$ cat config.mk
export PLATFORM = sky130hd
export DESIGN_NAME = pcm_active_end
export DESIGN_NICKNAME = d
export VERILOG_FILES = /design/src/hdl/pcm_pkg.sv /design/src/hdl/pcm_active_end.sv
export VERILOG_INCLUDE_DIRS = /design/src /design/src/hdl
export SDC_FILE = /design/constraint.sdc
export NUM_CORES = 1
export LEC_CHECK = 0
export BUFFER_PORTS_ARGS = -buffer_cell sky130_fd_sc_hd__clkbuf_2
export CORE_UTILIZATION = 40
export DETAILED_ROUTE_END_ITERATION = 8
export GPL_ROUTABILITY_DRIVEN = 0
export GPL_TIMING_DRIVEN = 0
export HOLD_SLACK_MARGIN = 0.12
export PLACE_DENSITY = 0.56
export SYNTH_ARGS = -nofsm -noshare
export SYNTH_HDL_FRONTEND = slang
export SYNTH_SLANG_ARGS = --single-unit
$ cat constraint.sdc
create_clock -name i_clock -period 14.5 [get_ports i_clock]
set_input_delay 0.725 -clock i_clock [delete_from_list [all_inputs] [get_ports i_clock]]
set_output_delay 0.725 -clock i_clock [all_outputs]
set_load 0.005 [all_outputs]
$ cat src/hdl/pcm_consts.svh
// Constants for the active channel end controller.
// Assumes inclusion by the controller module and the bench only.
`ifndef PCM_CONSTS_SVH
`define PCM_CONSTS_SVH

// Register byte offsets on APB
`define PCM_OFS_CTRL 8'h00
`define PCM_OFS_ADDR 8'h04
`define PCM_OFS_COUNT 8'h08
`define PCM_OFS_WDATA 8'h0C
`define PCM_OFS_RDATA 8'h10
`define PCM_OFS_STATUS 8'h14
`define PCM_OFS_IRQ 8'h18

// Control register bits
`define PCM_CTRL_START 0
`define PCM_CTRL_READ 1
`define PCM_CTRL_ALT 2
`define PCM_CTRL_CHAIN 3
`define PCM_CTRL_FLAG_AUTO 4
`define PCM_CTRL_ABORT 5

// Status register bits; bits 3 to 7 clear on writing one
`define PCM_ST_BUSY 0
`define PCM_ST_WFULL 1
`define PCM_ST_RFULL 2
`define PCM_ST_ILLEGAL 3
`define PCM_ST_PARERR 4
`define PCM_ST_FLAG 5
`define PCM_ST_AUTOLOAD 6
`define PCM_ST_INVALID 7

// Operation function codes sent to the passive end
`define PCM_FC_WRITE 3'h2
`define PCM_FC_BREAD 3'h5
`define PCM_FC_READ 3'h1
`define PCM_FC_DATA 3'h4
`define PCM_FC_NULL 3'h0
`define PCM_FC_EOP 3'h7

// System control codes from the passive end
`define PCM_SC_CHFLAG 2'h2
`define PCM_SC_EXTFLAG 2'h1
`define PCM_SC_SUSPEND 2'h3
`define PCM_SC_INVALID 2'h0

// Link field widths and fixed words
`define PCM_ADDR_W 14
`define PCM_FIRST_ADDR_WORD 16'h0000
`define PCM_RST_WORD 32'h0000_0000

`endif

$ cat src/hdl/pcm_pkg.sv
// Types for the active channel end controller.
// Assumes the constants header sits beside it.
package pcm_pkg;
    typedef enum logic [7:0]
    {
        PCM_IDLE = 8'h01,
        PCM_OPC = 8'h02,
        PCM_ADR2 = 8'h04,
        PCM_DHI = 8'h08,
        PCM_DLO = 8'h10,
        PCM_RDW = 8'h20,
        PCM_EOP = 8'h40,
        PCM_NUL = 8'h80
    } pcm_state_t;

    typedef enum logic [1:0]
    {
        PCM_REQ_SW = 2'h0,
        PCM_REQ_LOAD = 2'h1,
        PCM_REQ_MSG = 2'h2
    } pcm_req_t;
endpackage

$ cat src/hdl/pcm_active_end.sv
// Active end of the 16-bit station data channel, driven from APB.
// Assumes a passive end on the link pins, one clock, synchronous inputs.
//
// Decided for this implementation: the APB interface to the registers and the placing of the registers.
`timescale 1ns/1ns
`include "pcm_consts.svh"

module pcm_active_end
    import pcm_pkg::*;
#(
    parameter logic [13:0] LOAD_ADDR = 14'h0000,
    parameter logic [15:0] LOAD_UNITS = 16'h0010,
    parameter logic [13:0] MSG_ADDR = 14'h0100,
    parameter logic [15:0] MSG_UNITS = 16'h0008
)
(
    input wire logic i_clock,
    input wire logic i_rst,
    input wire logic i_psel,
    input wire logic i_penable,
    input wire logic i_pwrite,
    input wire logic [7:0] i_paddr,
    input wire logic [31:0] i_pwdata,
    output logic [31:0] o_prdata,
    output logic o_pready,
    output logic o_pslverr,
    output logic [2:0] o_fc,
    output logic o_fc_par,
    output logic [15:0] o_word,
    output logic o_word_par,
    output logic o_word_valid,
    input wire logic i_link_ready,
    input wire logic [15:0] i_rd_word,
    input wire logic i_rd_valid,
    output logic o_rd_accept,
    input wire logic i_illegal,
    input wire logic i_par_err,
    input wire logic [1:0] i_sys_code,
    input wire logic i_sys_strobe,
    output logic o_interrupt
);
    pcm_state_t state_r;
    pcm_req_t req_kind_r;
    logic start_req_r;
    logic cfg_read_r, cfg_alt_r, cfg_chain_r, cfg_flag_auto_r;
    logic [13:0] cfg_addr_r;
    logic [15:0] cfg_count_r;
    logic run_read_r;
    logic [13:0] run_addr_r;
    logic [15:0] units_r;
    logic [31:0] wdata_r, rdata_r, prdata_r;
    logic [15:0] rd_hi_r;
    logic wr_full_r, rd_full_r, rd_half_r;
    logic st_ill_r, st_par_r, st_flag_r, st_load_r, st_inv_r;
    logic irq_r;
    logic apb_wr, apb_rd, take, rd_take, busy, stop_op;
    logic sc_chflag, sc_ext, sc_stop;

    function automatic logic pcm_mapped(input logic [7:0] a);
        pcm_mapped = (a == `PCM_OFS_CTRL) || (a == `PCM_OFS_ADDR) ||
            (a == `PCM_OFS_COUNT) || (a == `PCM_OFS_WDATA) ||
            (a == `PCM_OFS_RDATA) || (a == `PCM_OFS_STATUS) ||
            (a == `PCM_OFS_IRQ);
    endfunction

    function automatic logic pcm_sel(input logic [7:0] a,
        input logic [7:0] ofs);
        pcm_sel = (a == ofs);
    endfunction

    assign apb_wr = i_psel && i_penable && i_pwrite;
    assign apb_rd = i_psel && i_penable && !i_pwrite;
    assign o_pready = 1'b1;
    assign o_pslverr = i_psel && i_penable && !pcm_mapped(i_paddr);
    assign o_prdata = prdata_r;

    assign sc_chflag = i_sys_strobe && (i_sys_code == `PCM_SC_CHFLAG);
    assign sc_ext = i_sys_strobe && (i_sys_code == `PCM_SC_EXTFLAG);
    // Suspend and invalid both end the transfer
    assign sc_stop = i_sys_strobe && ((i_sys_code == `PCM_SC_SUSPEND) ||
        (i_sys_code == `PCM_SC_INVALID));
    assign busy = (state_r != PCM_IDLE);
    assign stop_op = sc_stop || (apb_wr &&
        pcm_sel(i_paddr, `PCM_OFS_CTRL) && i_pwdata[`PCM_CTRL_ABORT]);

    // Link item driven from state
    always_comb
    begin
        o_fc = `PCM_FC_NULL;
        o_word = 16'h0000;
        o_word_valid = 1'b0;
        case (state_r)
            PCM_OPC:
            begin
                // Write and read codes with first address word
                if (!run_read_r)
                    o_fc = `PCM_FC_WRITE;
                else if (cfg_alt_r)
                    o_fc = `PCM_FC_READ;
                else
                    o_fc = `PCM_FC_BREAD;
                o_word = `PCM_FIRST_ADDR_WORD;
                o_word_valid = 1'b1;
            end
            PCM_ADR2:
            begin
                // Only this word carries the unit address
                o_word = {2'b00, run_addr_r};
                o_word_valid = 1'b1;
            end
            PCM_DHI:
            begin
                o_fc = `PCM_FC_DATA;
                o_word = wdata_r[31:16];
                o_word_valid = wr_full_r;
            end
            PCM_DLO:
            begin
                o_word = wdata_r[15:0];
                o_word_valid = 1'b1;
            end
            PCM_EOP:
            begin
                o_fc = `PCM_FC_EOP;
                o_word_valid = 1'b1;
            end
            PCM_NUL:
            begin
                o_word_valid = 1'b1;
            end
            default:
            begin
                // Special code 011 is never offered
                o_fc = `PCM_FC_NULL;
            end
        endcase
    end

    assign o_fc_par = ~^o_fc;
    assign o_word_par = ~^o_word;
    assign take = o_word_valid && i_link_ready;
    // Stop accepting once the count is met or the holder is full
    assign o_rd_accept = (state_r == PCM_RDW) && !rd_full_r &&
        (units_r != 16'h0000);
    assign rd_take = o_rd_accept && i_rd_valid;
    assign o_interrupt = irq_r;

    // Sequencer
    always_ff @(posedge i_clock or posedge i_rst)
    begin
        if (i_rst)
        begin
            state_r <= PCM_IDLE;
            run_read_r <= 1'b0;
            run_addr_r <= 14'h0000;
            units_r <= 16'h0000;
        end
        else if (sc_ext)
        begin
            // Master clear; autoload request follows
            state_r <= PCM_IDLE;
            units_r <= 16'h0000;
        end
        else if (stop_op && busy && (state_r != PCM_EOP) &&
            (state_r != PCM_NUL))
        begin
            state_r <= PCM_EOP;
        end
        else
        begin
            case (state_r)
                PCM_IDLE:
                begin
                    if (start_req_r)
                    begin
                        state_r <= PCM_OPC;
                        case (req_kind_r)
                            PCM_REQ_LOAD:
                            begin
                                run_read_r <= 1'b1;
                                run_addr_r <= LOAD_ADDR;
                                units_r <= LOAD_UNITS;
                            end
                            PCM_REQ_MSG:
                            begin
                                run_read_r <= 1'b1;
                                run_addr_r <= MSG_ADDR;
                                units_r <= MSG_UNITS;
                            end
                            default:
                            begin
                                run_read_r <= cfg_read_r;
                                run_addr_r <= cfg_addr_r;
                                // Zero still moves one unit
                                units_r <= (cfg_count_r == 16'h0000) ?
                                    16'h0001 : cfg_count_r;
                            end
                        endcase
                    end
                end
                PCM_OPC:
                begin
                    if (take)
                        state_r <= PCM_ADR2;
                end
                PCM_ADR2:
                begin
                    if (take)
                        state_r <= run_read_r ? PCM_RDW : PCM_DHI;
                end
                PCM_DHI:
                begin
                    if (take)
                        state_r <= PCM_DLO;
                end
                PCM_DLO:
                begin
                    if (take)
                    begin
                        units_r <= units_r - 16'h0001;
                        if (units_r != 16'h0001)
                            state_r <= PCM_DHI;
                        else if (cfg_chain_r)
                            state_r <= PCM_IDLE;
                        else
                            state_r <= PCM_EOP;
                    end
                end
                PCM_RDW:
                begin
                    // Words pair up; count drops per whole unit
                    if (rd_take && rd_half_r)
                        units_r <= units_r - 16'h0001;
                    if ((units_r == 16'h0000) && !rd_half_r)
                        state_r <= cfg_chain_r ? PCM_IDLE : PCM_EOP;
                end
                PCM_EOP:
                begin
                    if (take)
                        state_r <= PCM_NUL;
                end
                PCM_NUL:
                begin
                    if (take)
                        state_r <= PCM_IDLE;
                end
                default:
                begin
                    state_r <= PCM_IDLE;
                end
            endcase
        end
    end

    // Start requests from software, channel flag and autoload
    always_ff @(posedge i_clock or posedge i_rst)
    begin
        if (i_rst)
        begin
            start_req_r <= 1'b0;
            req_kind_r <= PCM_REQ_SW;
        end
        else if (sc_ext)
        begin
            start_req_r <= 1'b1;
            req_kind_r <= PCM_REQ_LOAD;
        end
        else if (sc_chflag && cfg_flag_auto_r)
        begin
            start_req_r <= 1'b1;
            req_kind_r <= PCM_REQ_MSG;
        end
        else if (apb_wr && pcm_sel(i_paddr, `PCM_OFS_CTRL) &&
            i_pwdata[`PCM_CTRL_START])
        begin
            start_req_r <= 1'b1;
            req_kind_r <= PCM_REQ_SW;
        end
        else if (state_r == PCM_IDLE)
        begin
            start_req_r <= 1'b0;
        end
    end

    // Configuration registers
    always_ff @(posedge i_clock or posedge i_rst)
    begin
        if (i_rst)
        begin
            cfg_read_r <= 1'b0;
            cfg_alt_r <= 1'b0;
            cfg_chain_r <= 1'b0;
            cfg_flag_auto_r <= 1'b0;
            cfg_addr_r <= 14'h0000;
            cfg_count_r <= 16'h0000;
        end
        else if (apb_wr)
        begin
            if (pcm_sel(i_paddr, `PCM_OFS_CTRL))
            begin
                cfg_read_r <= i_pwdata[`PCM_CTRL_READ];
                cfg_alt_r <= i_pwdata[`PCM_CTRL_ALT];
                cfg_chain_r <= i_pwdata[`PCM_CTRL_CHAIN];
                cfg_flag_auto_r <= i_pwdata[`PCM_CTRL_FLAG_AUTO];
            end
            if (pcm_sel(i_paddr, `PCM_OFS_ADDR))
                cfg_addr_r <= i_pwdata[`PCM_ADDR_W-1:0];
            if (pcm_sel(i_paddr, `PCM_OFS_COUNT))
                cfg_count_r <= i_pwdata[15:0];
        end
    end

    // Write data holder; a write while full is dropped
    always_ff @(posedge i_clock or posedge i_rst)
    begin
        if (i_rst)
        begin
            wdata_r <= `PCM_RST_WORD;
            wr_full_r <= 1'b0;
        end
        else if (sc_ext)
        begin
            wr_full_r <= 1'b0;
        end
        else if (apb_wr && pcm_sel(i_paddr, `PCM_OFS_WDATA) && !wr_full_r)
        begin
            wdata_r <= i_pwdata;
            wr_full_r <= 1'b1;
        end
        else if ((state_r == PCM_DLO) && take)
        begin
            wr_full_r <= 1'b0;
        end
    end

    // Read data pairing, high word first
    always_ff @(posedge i_clock or posedge i_rst)
    begin
        if (i_rst)
        begin
            rd_hi_r <= 16'h0000;
            rdata_r <= `PCM_RST_WORD;
            rd_full_r <= 1'b0;
            rd_half_r <= 1'b0;
        end
        else if (sc_ext || (state_r == PCM_IDLE && start_req_r))
        begin
            rd_full_r <= 1'b0;
            rd_half_r <= 1'b0;
        end
        else if (rd_take)
        begin
            rd_half_r <= !rd_half_r;
            if (!rd_half_r)
                rd_hi_r <= i_rd_word;
            else
            begin
                rdata_r <= {rd_hi_r, i_rd_word};
                rd_full_r <= 1'b1;
            end
        end
        else if (apb_rd && pcm_sel(i_paddr, `PCM_OFS_RDATA))
        begin
            rd_full_r <= 1'b0;
        end
    end

    // Sticky status; a new event wins over its clear
    always_ff @(posedge i_clock or posedge i_rst)
    begin
        if (i_rst)
        begin
            st_ill_r <= 1'b0;
            st_par_r <= 1'b0;
            st_flag_r <= 1'b0;
            st_load_r <= 1'b0;
            st_inv_r <= 1'b0;
        end
        else
        begin
            if (apb_wr && pcm_sel(i_paddr, `PCM_OFS_STATUS))
            begin
                if (i_pwdata[`PCM_ST_ILLEGAL])
                    st_ill_r <= 1'b0;
                if (i_pwdata[`PCM_ST_PARERR])
                    st_par_r <= 1'b0;
                if (i_pwdata[`PCM_ST_FLAG])
                    st_flag_r <= 1'b0;
                if (i_pwdata[`PCM_ST_AUTOLOAD])
                    st_load_r <= 1'b0;
                if (i_pwdata[`PCM_ST_INVALID])
                    st_inv_r <= 1'b0;
            end
            if (i_illegal)
                st_ill_r <= 1'b1;
            if (i_par_err)
                st_par_r <= 1'b1;
            if (sc_chflag)
                st_flag_r <= 1'b1;
            if (sc_ext)
                st_load_r <= 1'b1;
            if (sc_stop && (i_sys_code == `PCM_SC_INVALID))
                st_inv_r <= 1'b1;
        end
    end

    // Interrupt toward the passive end: software or invalid code
    always_ff @(posedge i_clock or posedge i_rst)
    begin
        if (i_rst)
            irq_r <= 1'b0;
        else
            irq_r <= (i_sys_strobe && (i_sys_code == `PCM_SC_INVALID)) ||
                (apb_wr && pcm_sel(i_paddr, `PCM_OFS_IRQ) &&
                i_pwdata[0]);
    end

    // Read data captured in the setup cycle
    always_ff @(posedge i_clock or posedge i_rst)
    begin
        if (i_rst)
            prdata_r <= `PCM_RST_WORD;
        else if (i_psel && !i_penable)
        begin
            case (i_paddr)
                `PCM_OFS_CTRL:
                    prdata_r <= {27'h0, cfg_flag_auto_r, cfg_chain_r,
                        cfg_alt_r, cfg_read_r, 1'b0};
                `PCM_OFS_ADDR:
                    prdata_r <= {18'h0, cfg_addr_r};
                `PCM_OFS_COUNT:
                    prdata_r <= {16'h0, cfg_count_r};
                `PCM_OFS_RDATA:
                    prdata_r <= rdata_r;
                `PCM_OFS_STATUS:
                    prdata_r <= {24'h0, st_inv_r, st_load_r, st_flag_r,
                        st_par_r, st_ill_r, rd_full_r, wr_full_r,
                        busy || start_req_r};
                default:
                    prdata_r <= `PCM_RST_WORD;
            endcase
        end
    end
endmodule

==> out/metrics.yaml <==
synth_nets: 915
fp-row-count: 55
path_class: "register to output port"
io_buffers: 124
synth-xor-area-share_pct: 2.26
end_kind: "output port"
peakVddDrop_mv: 0.0775
pwr-share-comb_pct: 18.6
grtUsageTotal_pct: 21.8
start_kind: "register"
synth_mux_area_share_pct: 14.5
antenna_left: 0
worstMarginPinSlew_ps: 1070
grt_overflow: 0
hold_buffers: 0
pwr-share-clk_pct: 36.6
routed-wl-met2_microns: 11900
hold_path_class: "primary input to async pin"
p_per_area_nw_per_um2: 120
die_x_microns: 155
setup_viol: 0
yosysUniqueCellTypes: 62
via_per_inst: 5.47
nNetsFinal: 1059
highest_layer: "met4"
fin_crit_sh_pct: 28.1
hold_viol: 0
synth_top_area_share_pct: 52.7
synth_warnings: 0
wl_met3_microns: 679
max_cap_violations: 0
clk_path_buf_depth: 2
place_area_sq_um: 10300
drt_iter0_drc: 560
cts_tree: "yes"
routed_wl_microns: 25100
synthTopCellsByCount: "dfrtp_1, mux2_2, nand2_1"
cts-root-buf: "clkbuf_16"
yosysTopAreaCell: "dfrtp_1"
dp_hpwl_microns: 18600
dieHeight_microns: 155
grt_pass1_wl_microns: 39600
rsz0062_at_grt: "false"
cts-buffers-inserted: 17
status: "finished, final reports clean"
final_area_sq_um: 10900
drc: 0
slew_violations: 0
clk_pin_slew_ps: 70
dr.pass1.iters: 5
synth_fa_ha_area_share_pct: 1.07
syn_area_sq_um: 9310
drive_gt1_share_pct: 31.9
tns_ps: 0
area_growth_pct: 17.2
synth_edf_count: 0
cts.sinks: 197
seqPwrFrac_pct: 44.8
slew_headroom_pct: 28.1
synthCells: 839
drt-met1-wl_microns: 12200
ys.flop_type: "dfrtp_1"
clk_latency_ps: 440
fin_skew_ps: 16.2
antenna_found_initial: 0
switching_share_pct: 30.6
min_period_ps: 4070
p_int_uw: 908
ys_seq_area_share_pct: 52.9
synth_top_family_by_area: "multiplexers"
power_switching_uw: 401
wire_per_inst_microns: 19.6
power.leakage_uw: 0.00536
synth_area_per_cell_sq_um: 11.1
core_sq_um: 22700
ys_async_sr_fraction_pct: 100
synthSimpleGateAreaFrac_pct: 12.5
fmax_mhz: 245
htree_num_levels: 4
cp_max_fo: 10
cts_setup_buffers: 0
grt_max_degree: 111
dieArea_sq_um: 23900
synth_compound_area_share_pct: 13.1
cp.arrival_ps: 3350
cp.required_ps: 13780
synthTopCellsByArea: "dfrtp_1, mux2_2, nand2_1"
synth-seq-cells: 197
grt_pass1_vias: 6863
synth_most_common_cell: "dfrtp_1"
num_vias: 7002
num_io_pins: 126
cts_resized: 0
n_antenna_cell: 0
initial_utilization_pct: 41.0
==> cell usage in the layout, fill, tap and decap left out, types with 3 or more instances in the layout <==
master / instances
a22o_1: 5
clkbuf_1: 23
a221oi_1: 4
mux2_2: 117
a22oi_1: 7
o31ai_2: 8
nor2_1: 37
buf_2: 17
nand4b_1: 5
clkbuf_2: 124
clkbuf_16: 17
inv_8: 4
nand2b_1: 8
o21ai_1: 6
nor4_1: 9
inv_1: 27
o21ai_0: 60
nand2_1: 117
a21oi_1: 26
or3_1: 7
xor2_1: 3
buf_6: 3
and2_1: 4
a222oi_1: 24
nor2b_1: 4
dfrtp_1: 196
nor3_1: 17
xnor2_1: 21
a31oi_1: 3
o21a_1: 4
nand3_1: 13
ha_1: 8
buf_4: 3
a21o_1: 10
inv_6: 5
==> cells by family after synthesis <==
family / after synthesis
compound gates: 175
xor+xnor: 24
fa+ha+maj: 8
buf+inv: 75
flops: 197
mux: 120
other cells: 1
simple gates: 239
==> worst paths after layout <==
path	slack, ps	startpoint	cells past startpoint	end
worst max register to register	11590	state_r[7]	8	rdata_r[24]
worst min register to register	480	o_prdata[7]	1	o_prdata[7]
worst max-delay path	10430	state_r[1]	10	o_word_par
min in group i_clock	460	i_par_err	2	st_par_r
max in group asynchronous	13150	i_rst	3	o_prdata[10]
worst min-delay path	440	i_rst	2	wdata_r[22]
==> through the flow <==
stage	utilization, %	total power [uW]	hold slack [ps]	instances	setup WS [ps]
after CTS	48.1	1320	456	1281	10400
after global routing	48.1	1360	469	1281	10170
after global placement	45.3	835	462	1248	5860
after floorplan	-	760	443	839	8410
after detailed placement	45.5	838	467	1249	10890
final	48.1	1310	435	1281	10430
==> routing by layer <==
layer  up-vias  GRT usage, %
met5         -             0
met2       124          34.5
met4         0          5.56
li1       3297             -
met1      3565          32.0
met3        16          2.44
==> power groups by stage <==
stage	clock network (uW)	registers, uW	logic (uW)
2_1_floorplan	0	591	169
3_3_place_gp	0	596	239
3_5_place_dp	0	596	241
4_1_cts	486	585	243
5_1_grt	506	589	268
6_report	479	586	244
==> registers in the layout, summed over array words and instances, names as in the netlist, 2 cells and up <==
signal / cells
state_r: 8
units_r: 16
req_kind_r: 2
rdata_r: 32
run_addr_r: 14
rd_hi_r: 16
o_prdata: 32
cfg_addr_r: 14
wdata_r: 32
cfg_count_r: 16
==> worst max-delay path: stages, from the launching register on <==
cell and delay, ps:
dfrtp_1 450, nor4_1 440, and4b_1 250, clkbuf_1 370, buf_2 360, a222oi_1 200, xnor2_1 180, xnor2_1 160
xnor2_1 240, xnor2_1 140, clkbuf_2 130
==> final cells by class <==
type	count	area [sq um]
buffer	47	231
clock buffer	20	457
clock inverter	12	133
fill	2183	11800
inverter	28	113
multi-input combinational	567	4050
sequential	197	4930
tap	285	357
timing repair buffer	125	648
No activity file was read; power rests on OpenSTA's default activity.
